$ cat src/core/eeprom_host_pkg.sv
// Constants, timing counts and command encodings for the paged EEPROM host controller
package eeprom_host_pkg;
   localparam int CLK_NS = 100;
   localparam int ADDR_W = 19;
   localparam int DATA_W = 8;
   localparam int CMD_ADDR_W = 15;
   localparam int PAGE_LSB = 8;
   localparam int PAGE_W = ADDR_W - PAGE_LSB;
   localparam int PAGE_BYTES = 256;
   localparam int POLL_BIT = 7;
   localparam int TOGGLE_BIT = 6;
   localparam int SEQ_LEN = 3;
   // Pin timing, least times round up
   localparam int WP_NS = 100;
   localparam int WPH_NS = 50;
   localparam int ACC_NS = 200;
   localparam int OEHP_NS = 150;
   localparam int WP_CYC = (WP_NS + CLK_NS - 1) / CLK_NS;
   localparam int WPH_CYC = (WPH_NS + CLK_NS - 1) / CLK_NS;
   localparam int ACC_CYC = (ACC_NS + CLK_NS - 1) / CLK_NS;
   localparam int OEHP_CYC = (OEHP_NS + CLK_NS - 1) / CLK_NS;
   // Longest gap between byte loads rounds down; margin covers setup before the falling strobe
   localparam int BLC_US = 150;
   localparam int BLC_CYC = (BLC_US * 1000) / CLK_NS;
   localparam int GAP_MARGIN = 8;
   localparam int GAP_LIMIT = BLC_CYC - GAP_MARGIN;
   localparam int WC_MS = 10;
   localparam int WC_CYC = (WC_MS * 1000000) / CLK_NS;
   localparam int WC_W = 24;
   typedef enum logic [1:0]
   {
      CMD_READ = 2'h0,
      CMD_WRITE = 2'h1,
      CMD_LOCK_ON = 2'h2,
      CMD_LOCK_OFF = 2'h3
   } cmd_type;
   localparam logic [CMD_ADDR_W-1:0] SEQ_ADDR_0 = 15'h5555;
   localparam logic [CMD_ADDR_W-1:0] SEQ_ADDR_1 = 15'h2aaa;
   localparam logic [CMD_ADDR_W-1:0] SEQ_ADDR_2 = 15'h5555;
   localparam logic [DATA_W-1:0] SEQ_DATA_0 = 8'haa;
   localparam logic [DATA_W-1:0] SEQ_DATA_1 = 8'h55;
   localparam logic [DATA_W-1:0] SEQ_LOCK_ON_2 = 8'ha0;
   localparam logic [DATA_W-1:0] SEQ_LOCK_OFF_2 = 8'h80;
endpackage

$ cat src/core/bus_cycle_if.sv
// Single bus cycle request and answer between sequencer and pin engine
`timescale 1ns/1ns
interface bus_cycle_if;
   logic req;
   logic wr;
   logic [18:0] addr;
   logic [7:0] wdata;
   logic done;
   logic [7:0] rdata;
   modport master (output req, output wr, output addr, output wdata, input done, input rdata);
   modport engine (input req, input wr, input addr, input wdata, output done, output rdata);
endinterface

$ cat src/core/pin_cycle_engine.sv
// Pin level read and write strobe generator for the parallel EEPROM bus
`timescale 1ns/1ns
module pin_cycle_engine
(
   input wire logic i_mclk,
   input wire logic i_rst_n,
   bus_cycle_if.engine cyc,
   output logic [18:0] o_addr,
   output logic o_ce_n,
   output logic o_oe_n,
   output logic o_we_n,
   output logic [7:0] o_dq_out,
   output logic o_dq_oe,
   input wire logic [7:0] i_dq_in
);
   typedef enum logic [2:0]
   {
      E_IDLE = 3'h0,
      E_SETUP = 3'h1,
      E_STROBE = 3'h3,
      E_HOLD = 3'h2,
      E_DONE = 3'h6,
      E_READ = 3'h4,
      E_GAP = 3'h5
   } eng_type;
   eng_type state_q;
   logic [1:0] cnt_q;
   logic done_q;
   logic [7:0] rdata_q;

   assign cyc.done = done_q;
   assign cyc.rdata = rdata_q;

   always_ff @(posedge i_mclk or negedge i_rst_n)
   begin
      if (!i_rst_n)
      begin
         state_q <= E_IDLE;
         cnt_q <= 2'h0;
         done_q <= 1'b0;
      end
      else
      begin
         done_q <= 1'b0;
         cnt_q <= cnt_q + 2'h1;
         case (state_q)
            E_IDLE:
            begin
               cnt_q <= 2'h0;
               if (cyc.req)
                  state_q <= cyc.wr ? E_SETUP : E_READ;
            end
            E_SETUP:
            begin
               cnt_q <= 2'h0;
               state_q <= E_STROBE;
            end
            E_STROBE:
               if (cnt_q == 2'(eeprom_host_pkg::WP_CYC - 1))
               begin
                  cnt_q <= 2'h0;
                  state_q <= E_HOLD;
               end
            E_HOLD:
               if (cnt_q == 2'(eeprom_host_pkg::WPH_CYC - 1))
               begin
                  done_q <= 1'b1;
                  state_q <= E_DONE;
               end
            E_READ:
               if (cnt_q == 2'(eeprom_host_pkg::ACC_CYC - 1))
               begin
                  cnt_q <= 2'h0;
                  state_q <= E_GAP;
               end
            E_GAP:
               // Keeps output enable high long enough between polling reads
               if (cnt_q == 2'(eeprom_host_pkg::OEHP_CYC - 1))
               begin
                  done_q <= 1'b1;
                  state_q <= E_DONE;
               end
            default:
               state_q <= E_IDLE;
         endcase
      end
   end

   always_ff @(posedge i_mclk or negedge i_rst_n)
   begin
      if (!i_rst_n)
      begin
         o_addr <= 19'h0;
         o_ce_n <= 1'b1;
         o_oe_n <= 1'b1;
         o_we_n <= 1'b1;
         o_dq_out <= 8'h00;
         o_dq_oe <= 1'b0;
         rdata_q <= 8'h00;
      end
      else
      begin
         case (state_q)
            E_IDLE:
               if (cyc.req)
               begin
                  o_addr <= cyc.addr;
                  o_ce_n <= 1'b0;
                  o_oe_n <= cyc.wr; // RULE_07
                  o_dq_out <= cyc.wdata;
                  o_dq_oe <= cyc.wr;
               end
            E_SETUP:
               o_we_n <= 1'b0;
            E_STROBE:
               if (cnt_q == 2'(eeprom_host_pkg::WP_CYC - 1))
                  o_we_n <= 1'b1;
            E_HOLD:
               if (cnt_q == 2'(eeprom_host_pkg::WPH_CYC - 1))
               begin
                  o_ce_n <= 1'b1;
                  o_dq_oe <= 1'b0;
               end
            E_READ:
               if (cnt_q == 2'(eeprom_host_pkg::ACC_CYC - 1))
               begin
                  rdata_q <= i_dq_in; // RULE_10
                  o_oe_n <= 1'b1;
                  o_ce_n <= 1'b1;
               end
            default:
            begin
               o_we_n <= 1'b1;
            end
         endcase
      end
   end
endmodule

$ cat src/core/eeprom_page_host.sv
// Host controller for a paged parallel EEPROM with software write lock and end-of-write polling
// Operation
// RULE_01 - Every byte of one page load keeps the same page address on A8 to A18 at each falling write strobe.
// RULE_02 - A lock command sequence drives the fixed command address on the low fifteen lines for its first 3 writes.
// RULE_03 - Command bytes sit on I/O7 to I/O0 and command addresses are decoded from A14 to A0 only.
// RULE_04 - After the lock-on sequence the device becomes write protected when the next write period ends.
// RULE_05 - After the lock-off sequence the device leaves write protection when the next write period ends.
// RULE_06 - After a lock prefix one to 256 data bytes may follow and form one page write.
// RULE_07 - Output enable stays high whenever write enable and chip enable are both low.
// RULE_08 - Each next byte write starts no later than 150 us after the previous one to keep the page open.
// RULE_09 - A longer gap ends the page load and the device starts programming the latched bytes.
// RULE_10 - With chip and output enable low and write enable high the device drives the stored byte.
// RULE_11 - During the write period a read of the last byte returns its top bit inverted.
// RULE_12 - During the write period I/O6 toggles on each read and stops once the write completes.
// RULE_13 - The self-timed write finishes within 10 ms, after which normal access resumes.
`timescale 1ns/1ns
module eeprom_page_host
#(
   parameter int WC_CYCLES = eeprom_host_pkg::WC_CYC
)
(
   input wire logic i_mclk,
   input wire logic i_rst_n,
   input wire logic i_req,
   input wire logic [1:0] i_cmd,
   input wire logic [18:0] i_addr,
   input wire logic [7:0] i_wdata,
   input wire logic i_last,
   input wire logic i_locked,
   output logic o_ready,
   output logic o_accept,
   output logic [7:0] o_rdata,
   output logic o_rvalid,
   output logic o_write_done,
   output logic o_timeout,
   output logic [18:0] o_addr,
   output logic o_ce_n,
   output logic o_oe_n,
   output logic o_we_n,
   output logic [7:0] o_dq_out,
   output logic o_dq_oe,
   input wire logic [7:0] i_dq_in
);
   typedef enum logic [2:0]
   {
      M_IDLE = 3'h0,
      M_PRE = 3'h1,
      M_DATA = 3'h3,
      M_OPEN = 3'h2,
      M_POLL = 3'h6,
      M_READ = 3'h4
   } main_type;

   function automatic logic [10:0] page_of(input logic [18:0] a);
      page_of = a[18:eeprom_host_pkg::PAGE_LSB];
   endfunction

   function automatic logic [14:0] seq_addr(input logic [1:0] idx);
      seq_addr = (idx == 2'h0) ? eeprom_host_pkg::SEQ_ADDR_0 :
                 (idx == 2'h1) ? eeprom_host_pkg::SEQ_ADDR_1 : eeprom_host_pkg::SEQ_ADDR_2;
   endfunction

   function automatic logic [7:0] seq_data(input logic [1:0] idx, input logic off);
      seq_data = (idx == 2'h0) ? eeprom_host_pkg::SEQ_DATA_0 :
                 (idx == 2'h1) ? eeprom_host_pkg::SEQ_DATA_1 :
                 off ? eeprom_host_pkg::SEQ_LOCK_OFF_2 : eeprom_host_pkg::SEQ_LOCK_ON_2;
   endfunction

   bus_cycle_if cyc ();

   main_type state_q;
   logic [1:0] op_q;
   logic [1:0] idx_q;
   logic [18:0] wa_q;
   logic [7:0] wd_q;
   logic last_q;
   logic [10:0] page_q;
   logic [8:0] bytes_q;
   logic [10:0] gap_q;
   logic [23:0] wc_q;
   logic [18:0] poll_addr_q;
   logic chk7_q;
   logic bit7_q;
   logic prev6_q;
   logic havep_q;
   logic req_q;
   logic wr_q;
   logic [18:0] caddr_q;
   logic [7:0] cdata_q;
   logic cyc_wr_d;
   logic [18:0] cyc_addr_d;
   logic [7:0] cyc_data_d;
   logic take_idle;
   logic take_open;
   logic poll_done;
   logic wc_over;

   assign cyc.req = req_q;
   assign cyc.wr = wr_q;
   assign cyc.addr = caddr_q;
   assign cyc.wdata = cdata_q;

   assign take_idle = (state_q == M_IDLE) && i_req && o_ready;
   // Only same-page writes extend an open load; anything else closes the page first
   assign take_open = (state_q == M_OPEN) && i_req && o_ready && (i_cmd == eeprom_host_pkg::CMD_WRITE)
                      && (page_of(i_addr) == page_q) && (bytes_q < 9'(eeprom_host_pkg::PAGE_BYTES)); // RULE_01
   // Write ends when I/O6 stops toggling and, for data, the top bit matches the written byte
   assign poll_done = havep_q && (cyc.rdata[eeprom_host_pkg::TOGGLE_BIT] == prev6_q)
                      && (!chk7_q || (cyc.rdata[eeprom_host_pkg::POLL_BIT] == bit7_q)); // RULE_11 RULE_12
   assign wc_over = wc_q >= 24'(WC_CYCLES - 1); // RULE_13

   always_comb
   begin
      cyc_wr_d = 1'b1;
      cyc_addr_d = wa_q;
      cyc_data_d = wd_q;
      case (state_q)
         M_PRE:
         begin
            cyc_addr_d = {4'h0, seq_addr(idx_q)}; // RULE_02 RULE_03
            cyc_data_d = seq_data(idx_q, op_q == eeprom_host_pkg::CMD_LOCK_OFF); // RULE_03
         end
         M_POLL:
         begin
            cyc_wr_d = 1'b0;
            cyc_addr_d = poll_addr_q;
         end
         M_READ:
            cyc_wr_d = 1'b0;
         default:
            cyc_wr_d = 1'b1;
      endcase
   end

   always_ff @(posedge i_mclk or negedge i_rst_n)
   begin
      if (!i_rst_n)
      begin
         state_q <= M_IDLE;
         op_q <= 2'h0;
         idx_q <= 2'h0;
         wa_q <= 19'h0;
         wd_q <= 8'h00;
         last_q <= 1'b0;
         page_q <= 11'h0;
         bytes_q <= 9'h0;
         poll_addr_q <= 19'h0;
         chk7_q <= 1'b0;
         bit7_q <= 1'b0;
         prev6_q <= 1'b0;
         havep_q <= 1'b0;
         req_q <= 1'b0;
         wr_q <= 1'b0;
         caddr_q <= 19'h0;
         cdata_q <= 8'h00;
      end
      else
      begin
         if (state_q != M_IDLE && state_q != M_OPEN && !req_q && !cyc.done)
         begin
            req_q <= 1'b1;
            wr_q <= cyc_wr_d;
            caddr_q <= cyc_addr_d;
            cdata_q <= cyc_data_d;
         end
         if (cyc.done)
            req_q <= 1'b0;
         case (state_q)
            M_IDLE:
               if (take_idle)
               begin
                  op_q <= i_cmd;
                  wa_q <= i_addr;
                  wd_q <= i_wdata;
                  last_q <= i_last;
                  page_q <= page_of(i_addr);
                  bytes_q <= 9'h0;
                  idx_q <= 2'h0;
                  havep_q <= 1'b0;
                  if (i_cmd == eeprom_host_pkg::CMD_READ)
                     state_q <= M_READ;
                  else if (i_cmd == eeprom_host_pkg::CMD_WRITE && !i_locked)
                     state_q <= M_DATA;
                  else
                     state_q <= M_PRE;
               end
            M_PRE:
               if (cyc.done)
               begin
                  idx_q <= idx_q + 2'h1;
                  if (idx_q == 2'(eeprom_host_pkg::SEQ_LEN - 1))
                  begin
                     if (op_q == eeprom_host_pkg::CMD_WRITE)
                        state_q <= M_DATA;
                     else
                     begin
                        // Bare lock command still runs a write period before taking effect
                        poll_addr_q <= caddr_q; // RULE_04 RULE_05
                        chk7_q <= 1'b0;
                        state_q <= M_POLL;
                     end
                  end
               end
            M_DATA:
               if (cyc.done)
               begin
                  bytes_q <= bytes_q + 9'h1;
                  poll_addr_q <= wa_q;
                  bit7_q <= wd_q[eeprom_host_pkg::POLL_BIT];
                  chk7_q <= 1'b1;
                  if (last_q || bytes_q == 9'(eeprom_host_pkg::PAGE_BYTES - 1)) // RULE_06
                     state_q <= M_POLL;
                  else
                     state_q <= M_OPEN;
               end
            M_OPEN:
               if (take_open)
               begin
                  wa_q <= i_addr;
                  wd_q <= i_wdata;
                  last_q <= i_last;
                  state_q <= M_DATA; // RULE_08
               end
               else if (i_req && o_ready || gap_q >= 11'(eeprom_host_pkg::GAP_LIMIT))
                  state_q <= M_POLL; // RULE_09
            M_POLL:
               if (cyc.done)
               begin
                  prev6_q <= cyc.rdata[eeprom_host_pkg::TOGGLE_BIT];
                  havep_q <= 1'b1;
                  if (poll_done || wc_over)
                     state_q <= M_IDLE;
               end
            M_READ:
               if (cyc.done)
                  state_q <= M_IDLE;
            default:
               state_q <= M_IDLE;
         endcase
      end
   end

   always_ff @(posedge i_mclk or negedge i_rst_n)
   begin
      if (!i_rst_n)
      begin
         gap_q <= 11'h0;
         wc_q <= 24'h0;
      end
      else
      begin
         gap_q <= (state_q == M_OPEN) ? gap_q + 11'h1 : 11'h0; // RULE_08
         wc_q <= (state_q == M_POLL) ? wc_q + 24'h1 : 24'h0; // RULE_13
      end
   end

   always_ff @(posedge i_mclk or negedge i_rst_n)
   begin
      if (!i_rst_n)
      begin
         o_ready <= 1'b0;
         o_accept <= 1'b0;
         o_rdata <= 8'h00;
         o_rvalid <= 1'b0;
         o_write_done <= 1'b0;
         o_timeout <= 1'b0;
      end
      else
      begin
         o_ready <= (state_q == M_IDLE && !take_idle) || (state_q == M_OPEN && !i_req);
         o_accept <= take_idle || take_open;
         o_rvalid <= (state_q == M_READ) && cyc.done;
         if ((state_q == M_READ) && cyc.done)
            o_rdata <= cyc.rdata;
         o_write_done <= (state_q == M_POLL) && cyc.done && (poll_done || wc_over);
         // A new timeout wins over the clear by the next accepted write
         if (take_idle && i_cmd != eeprom_host_pkg::CMD_READ)
            o_timeout <= 1'b0;
         if ((state_q == M_POLL) && cyc.done && wc_over && !poll_done)
            o_timeout <= 1'b1; // RULE_13
      end
   end

   pin_cycle_engine u_engine
   (
      .i_mclk(i_mclk),
      .i_rst_n(i_rst_n),
      .cyc(cyc.engine),
      .o_addr(o_addr),
      .o_ce_n(o_ce_n),
      .o_oe_n(o_oe_n),
      .o_we_n(o_we_n),
      .o_dq_out(o_dq_out),
      .o_dq_oe(o_dq_oe),
      .i_dq_in(i_dq_in)
   );
endmodule

$ cat config.mk
export PLATFORM = sky130hd
export DESIGN_NAME = eeprom_page_host
export DESIGN_NICKNAME = d
export VERILOG_FILES = /design/src/core/eeprom_host_pkg.sv /design/src/core/bus_cycle_if.sv /design/src/core/pin_cycle_engine.sv /design/src/core/eeprom_page_host.sv
export SDC_FILE = /design/constraint.sdc
export NUM_CORES = 1
export LEC_CHECK = 0
export ABC_AREA = 0
export BUFFER_PORTS_ARGS = -buffer_cell sky130_fd_sc_hd__buf_2
export CORE_UTILIZATION = 53
export CTS_CLUSTER_SIZE = 25
export DETAILED_ROUTE_END_ITERATION = 8
export PLACE_DENSITY_LB_ADDON = 0.1
export SKIP_LAST_GASP = 1
export SLEW_MARGIN = 20
export SYNTH_ARGS = -nofsm -noshare
export SYNTH_HDL_FRONTEND = slang
export SYNTH_SLANG_ARGS = --single-unit
export TNS_END_PERCENT = 50
$ cat constraint.sdc
create_clock -name i_mclk -period 2.2 [get_ports i_mclk]
set_input_delay 0.11 -clock i_mclk [delete_from_list [all_inputs] [get_ports i_mclk]]
set_output_delay 0.11 -clock i_mclk [all_outputs]
set_load 0.05 [all_outputs]
==> results.md <==
* Placeable core region at 0.0161 mm²
* Number of primary I/O pins at 86
* Clk slew on worst S/H paths at 70 ps
* N_diodes at 0
* Worst clock skew at 7.36 ps
* Total number of vias at 6722
* Via-to-Cell Ratio at 5.60
* Crit path largest cell delay at 610 ps
* Source of the critical timing path: wc_q[14]
* Share of total power in the clock network at 19.4%
* Most frequent cells in the layout: sky130_fd_sc_hd__dfrtp_1, sky130_fd_sc_hd__nand2_1, sky130_fd_sc_hd__nor2_1, sky130_fd_sc_hd__buf_2, sky130_fd_sc_hd__mux2_2
* Hold Fails Final Rpt at 0
* Final Util at 66.2%
* Max-slew headroom at the worst pin at 56.1%
* Average cell area after synthesis at 10.6 µm²
* Cell Rows at 46
* Die width at 131 µm
* Peak supply drop at 769 µV
* Cell area after synthesis at 0.00888 mm²
* Total nets after synthesis at 894
* Flops & latches, synth at 200
* Largest net degree at the start of global routing at 75
* Critical Path Slowest Stage Cell: sky130_fd_sc_hd__or4_1
* CTS tree: yes
* Arrival time of data at the critical path endpoint at 2480 ps
* Yosys warnings at 0
* Number of CTS-inserted buffers at 17
* Fillers at 1280
* Initial cell density of the core at 55.1%
* Kind of cell adding the most delay to the critical path: compound AO/OA/AOI/OAI gates
* Type of destination of the critical path: flip-flop
* Crit path kind: flip-flop to flip-flop
* Cell count after synthesis at 840
* Number of optimization iterations in the first detailed-route pass at 6
* Critical R2R Launch: wc_q[14]
* Number of buffers inserted by post-CTS setup repair at 0
* Length in cells of the worst reg-to-reg path at 5
* Global-route wire length before repair at 33600 µm
* DRC at 0
* Number of enable-type register cells in the synthesized netlist at 0
* Post-route setup slack at 33.0 ps
* Leak pwr at 4.87 nW
* Status: finished, final reports clean
* Layout area overhead at 20.1%
* Sequential cell fraction of total power at 41.6%
* Worst setup slack before clock tree synthesis at 61.4 ps
* Min-delay src: i_locked
* Global placement routability congestion at 0.858
* Area of the die at 0.0173 mm²
* Routed wire length at 19800 µm
* Die Y at 131 µm
* Net switching power at 5.96 mW
* Fraction of synthesis flops using an asynchronous set or reset pin at 100%
* Initial antenna violation count at 0
* Critical-path cell list: or4_1, a2111oi_2, nor4_1, a211o_1, a21o_1
* Layout cell share with drive strength beyond 1 at 22.4%
* Root buf cell: sky130_fd_sc_hd__clkbuf_16
* Cell depth of the worst hold path at 4
* Setup-failing EPs final at 0
* Crit path buf inv count at 0
* Final standard cell count with taps included and fillers excluded at 1200
* Internal portion of total power at 9.02 mW
* Unrepaired setup endpoints after global routing: true
* Skew-Pair Late Insertion Delay at 420 ps
* Terminus of the critical flop-to-flop path: state_q[0]
* Hold Path End: state_q[1]
* Bufs on Longest Clock Path at 2
* PortBufs at 85
* Max Clk Rate at 0.461 GHz
* Final nets at 1027
* Count of clock tree sinks at 200
* Net Sw Frac at 39.8%
* Total GRT Usage at 24.2%
* Sequential share of the synthesized area at 56.4%
* Remaining Overflow, GRT at 0
* Vias in the first global route at 6928
* Maximum fanout along the worst path at 3
* Yosys cell types at 53
* Total instance count after detailed placement at 1130
* Final critical-path required period at 2170 ps
* Most used DFF post-synth: sky130_fd_sc_hd__dfrtp_1
* Ratio of total power to cell area at 1400 mW/mm²
* Final worst-path cycle share at 98.5%
* Maxcap violations at 0
* Startpoint type of the worst setup path: flip-flop
* Combinational cell fraction of total power at 39.0%
* Number of antenna-violating nets in the routed design at 0
* Iteration-0 DRC count of the detailed router at 385
* Worst setup slack for register-to-register paths at 30 ps
* Most common library cell in the layout ignoring fill and taps: sky130_fd_sc_hd__dfrtp_1
* Half-perimeter wire length of the detailed placement result at 13400 µm
* Per-cell routed wire length at 16.5 µm
* Critical Path RT at 2520 ps
* Count of pins over their slew limit at 0
* Worst min-delay path category: primary input to flip-flop
* Worst Max-Slew Pin Slew at 656 ps
* H-tree Lvls at 4
-- metrics by stage --
step	hold WS [ps]	TNS [ps]	area (µm²)	power [mW]
5_1_grt	102	-59.5	10700	15.9
6_report	85.6	0	10700	15.0
3_3_place_gp	174	0	9710	11.7
2_1_floorplan	-186	0	8880	10.3
3_5_place_dp	183	0	9710	12.0
4_1_cts	73.2	0	10700	15.0
-- per-layer routing --
layer	up-vias	track usage (%)	routed length, µm
li1	3147	-	-
met1	3344	32.5	8900
met2	200	39.8	9780
met3	31	4.51	831
met4	0	7.62	323
met5	-	0	0
-- synthesized netlist by cell type, types with 14 or more instances --
cell type / number / area (µm²)
sky130_fd_sc_hd__xnor2_1: 14 / 123
sky130_fd_sc_hd__o21ai_0: 18 / 90.1
sky130_fd_sc_hd__nand3_1: 20 / 100
sky130_fd_sc_hd__nor3_1: 14 / 70.1
sky130_fd_sc_hd__inv_1: 16 / 60.1
sky130_fd_sc_hd__a31oi_1: 21 / 131
sky130_fd_sc_hd__mux2_2: 63 / 709
sky130_fd_sc_hd__a21oi_1: 52 / 260
sky130_fd_sc_hd__nor2_1: 103 / 387
sky130_fd_sc_hd__dfrtp_1: 197 / 4930
sky130_fd_sc_hd__a22oi_1: 19 / 143
sky130_fd_sc_hd__xor2_1: 32 / 280
sky130_fd_sc_hd__clkbuf_1: 34 / 128
sky130_fd_sc_hd__nand2_1: 113 / 424
-- cells by family (layout without fill, tap and decap cells) --
family,count (synthesis),in the layout,synth area share [%]
AO/OA/AOI/OAI,137,137,9.60
XOR/XNOR,46,46,4.54
adder cells (fa/ha/maj),12,12,1.69
buffers and inverters,60,204,2.85
flip-flops,200,200,56.4
multiplexers,73,73,9.25
AND/OR/NAND/NOR,312,312,15.7
-- registers in the layout, summed over array words and instances (netlist names), 2 cells and up --
signal,cells
wc_q,24
poll_addr_q,19
gap_q,11
state_q,3
u_engine.cyc.rdata,8
u_engine.cnt_q,2
u_engine.o_addr,19
caddr_q,19
idx_q,2
u_engine.o_dq_out,8
cdata_q,8
u_engine.state_q,3
wd_q,8
page_q,11
o_rdata,8
bytes_q,9
op_q,2
wa_q,19
-- timing repair --
item | CTS | global route
hold endpoints to repair | 119 | 0
hold buffers | 40 | 0
gates resized for setup | 0 | 3
endpoints found under the setup margin | 0 | 24
-- worst reg2reg max path: stages (launching register included) --
cell and delay [ps]:
sky130_fd_sc_hd__dfrtp_1 420, sky130_fd_sc_hd__or4_1 610, sky130_fd_sc_hd__a2111oi_2 410, sky130_fd_sc_hd__nor4_1 140
sky130_fd_sc_hd__a211o_1 310, sky130_fd_sc_hd__a21o_1 170
-- how the worst max path moves through the flow --
stage / endpoint / cells after the start / slack (ps)
finish: state_q[0] / 5 / 30
global route: state_q[0] / 5 / -50
floorplan: last_q / 8 / 150
detailed placement: state_q[0] / 5 / 60
global placement: state_q[0] / 5 / 120
CTS: state_q[0] / 5 / 30
-- area by class of cell --
type	count	area (µm²)	share of cell area, %
multi-input combinational	580	3640	34.1
clock inverter	7	72.6	0.681
inverter	16	60.1	0.563
tap	216	270	2.53
timing repair buffer	158	1140	10.7
clock buffer	23	468	4.39
sequential	200	5010	47.0
-- power by group through the flow --
stage               Combinational, mW  Sequential (mW)  Clock (mW)
finish                           5.84             6.23        2.91
global route                     6.39             6.44        3.10
CTS                              5.86             6.22        2.96
detailed placement               5.77             6.27           0
global placement                 5.58             6.17           0
floorplan                        3.12             7.21           0
No activity file was read; power rests on OpenSTA's default activity.
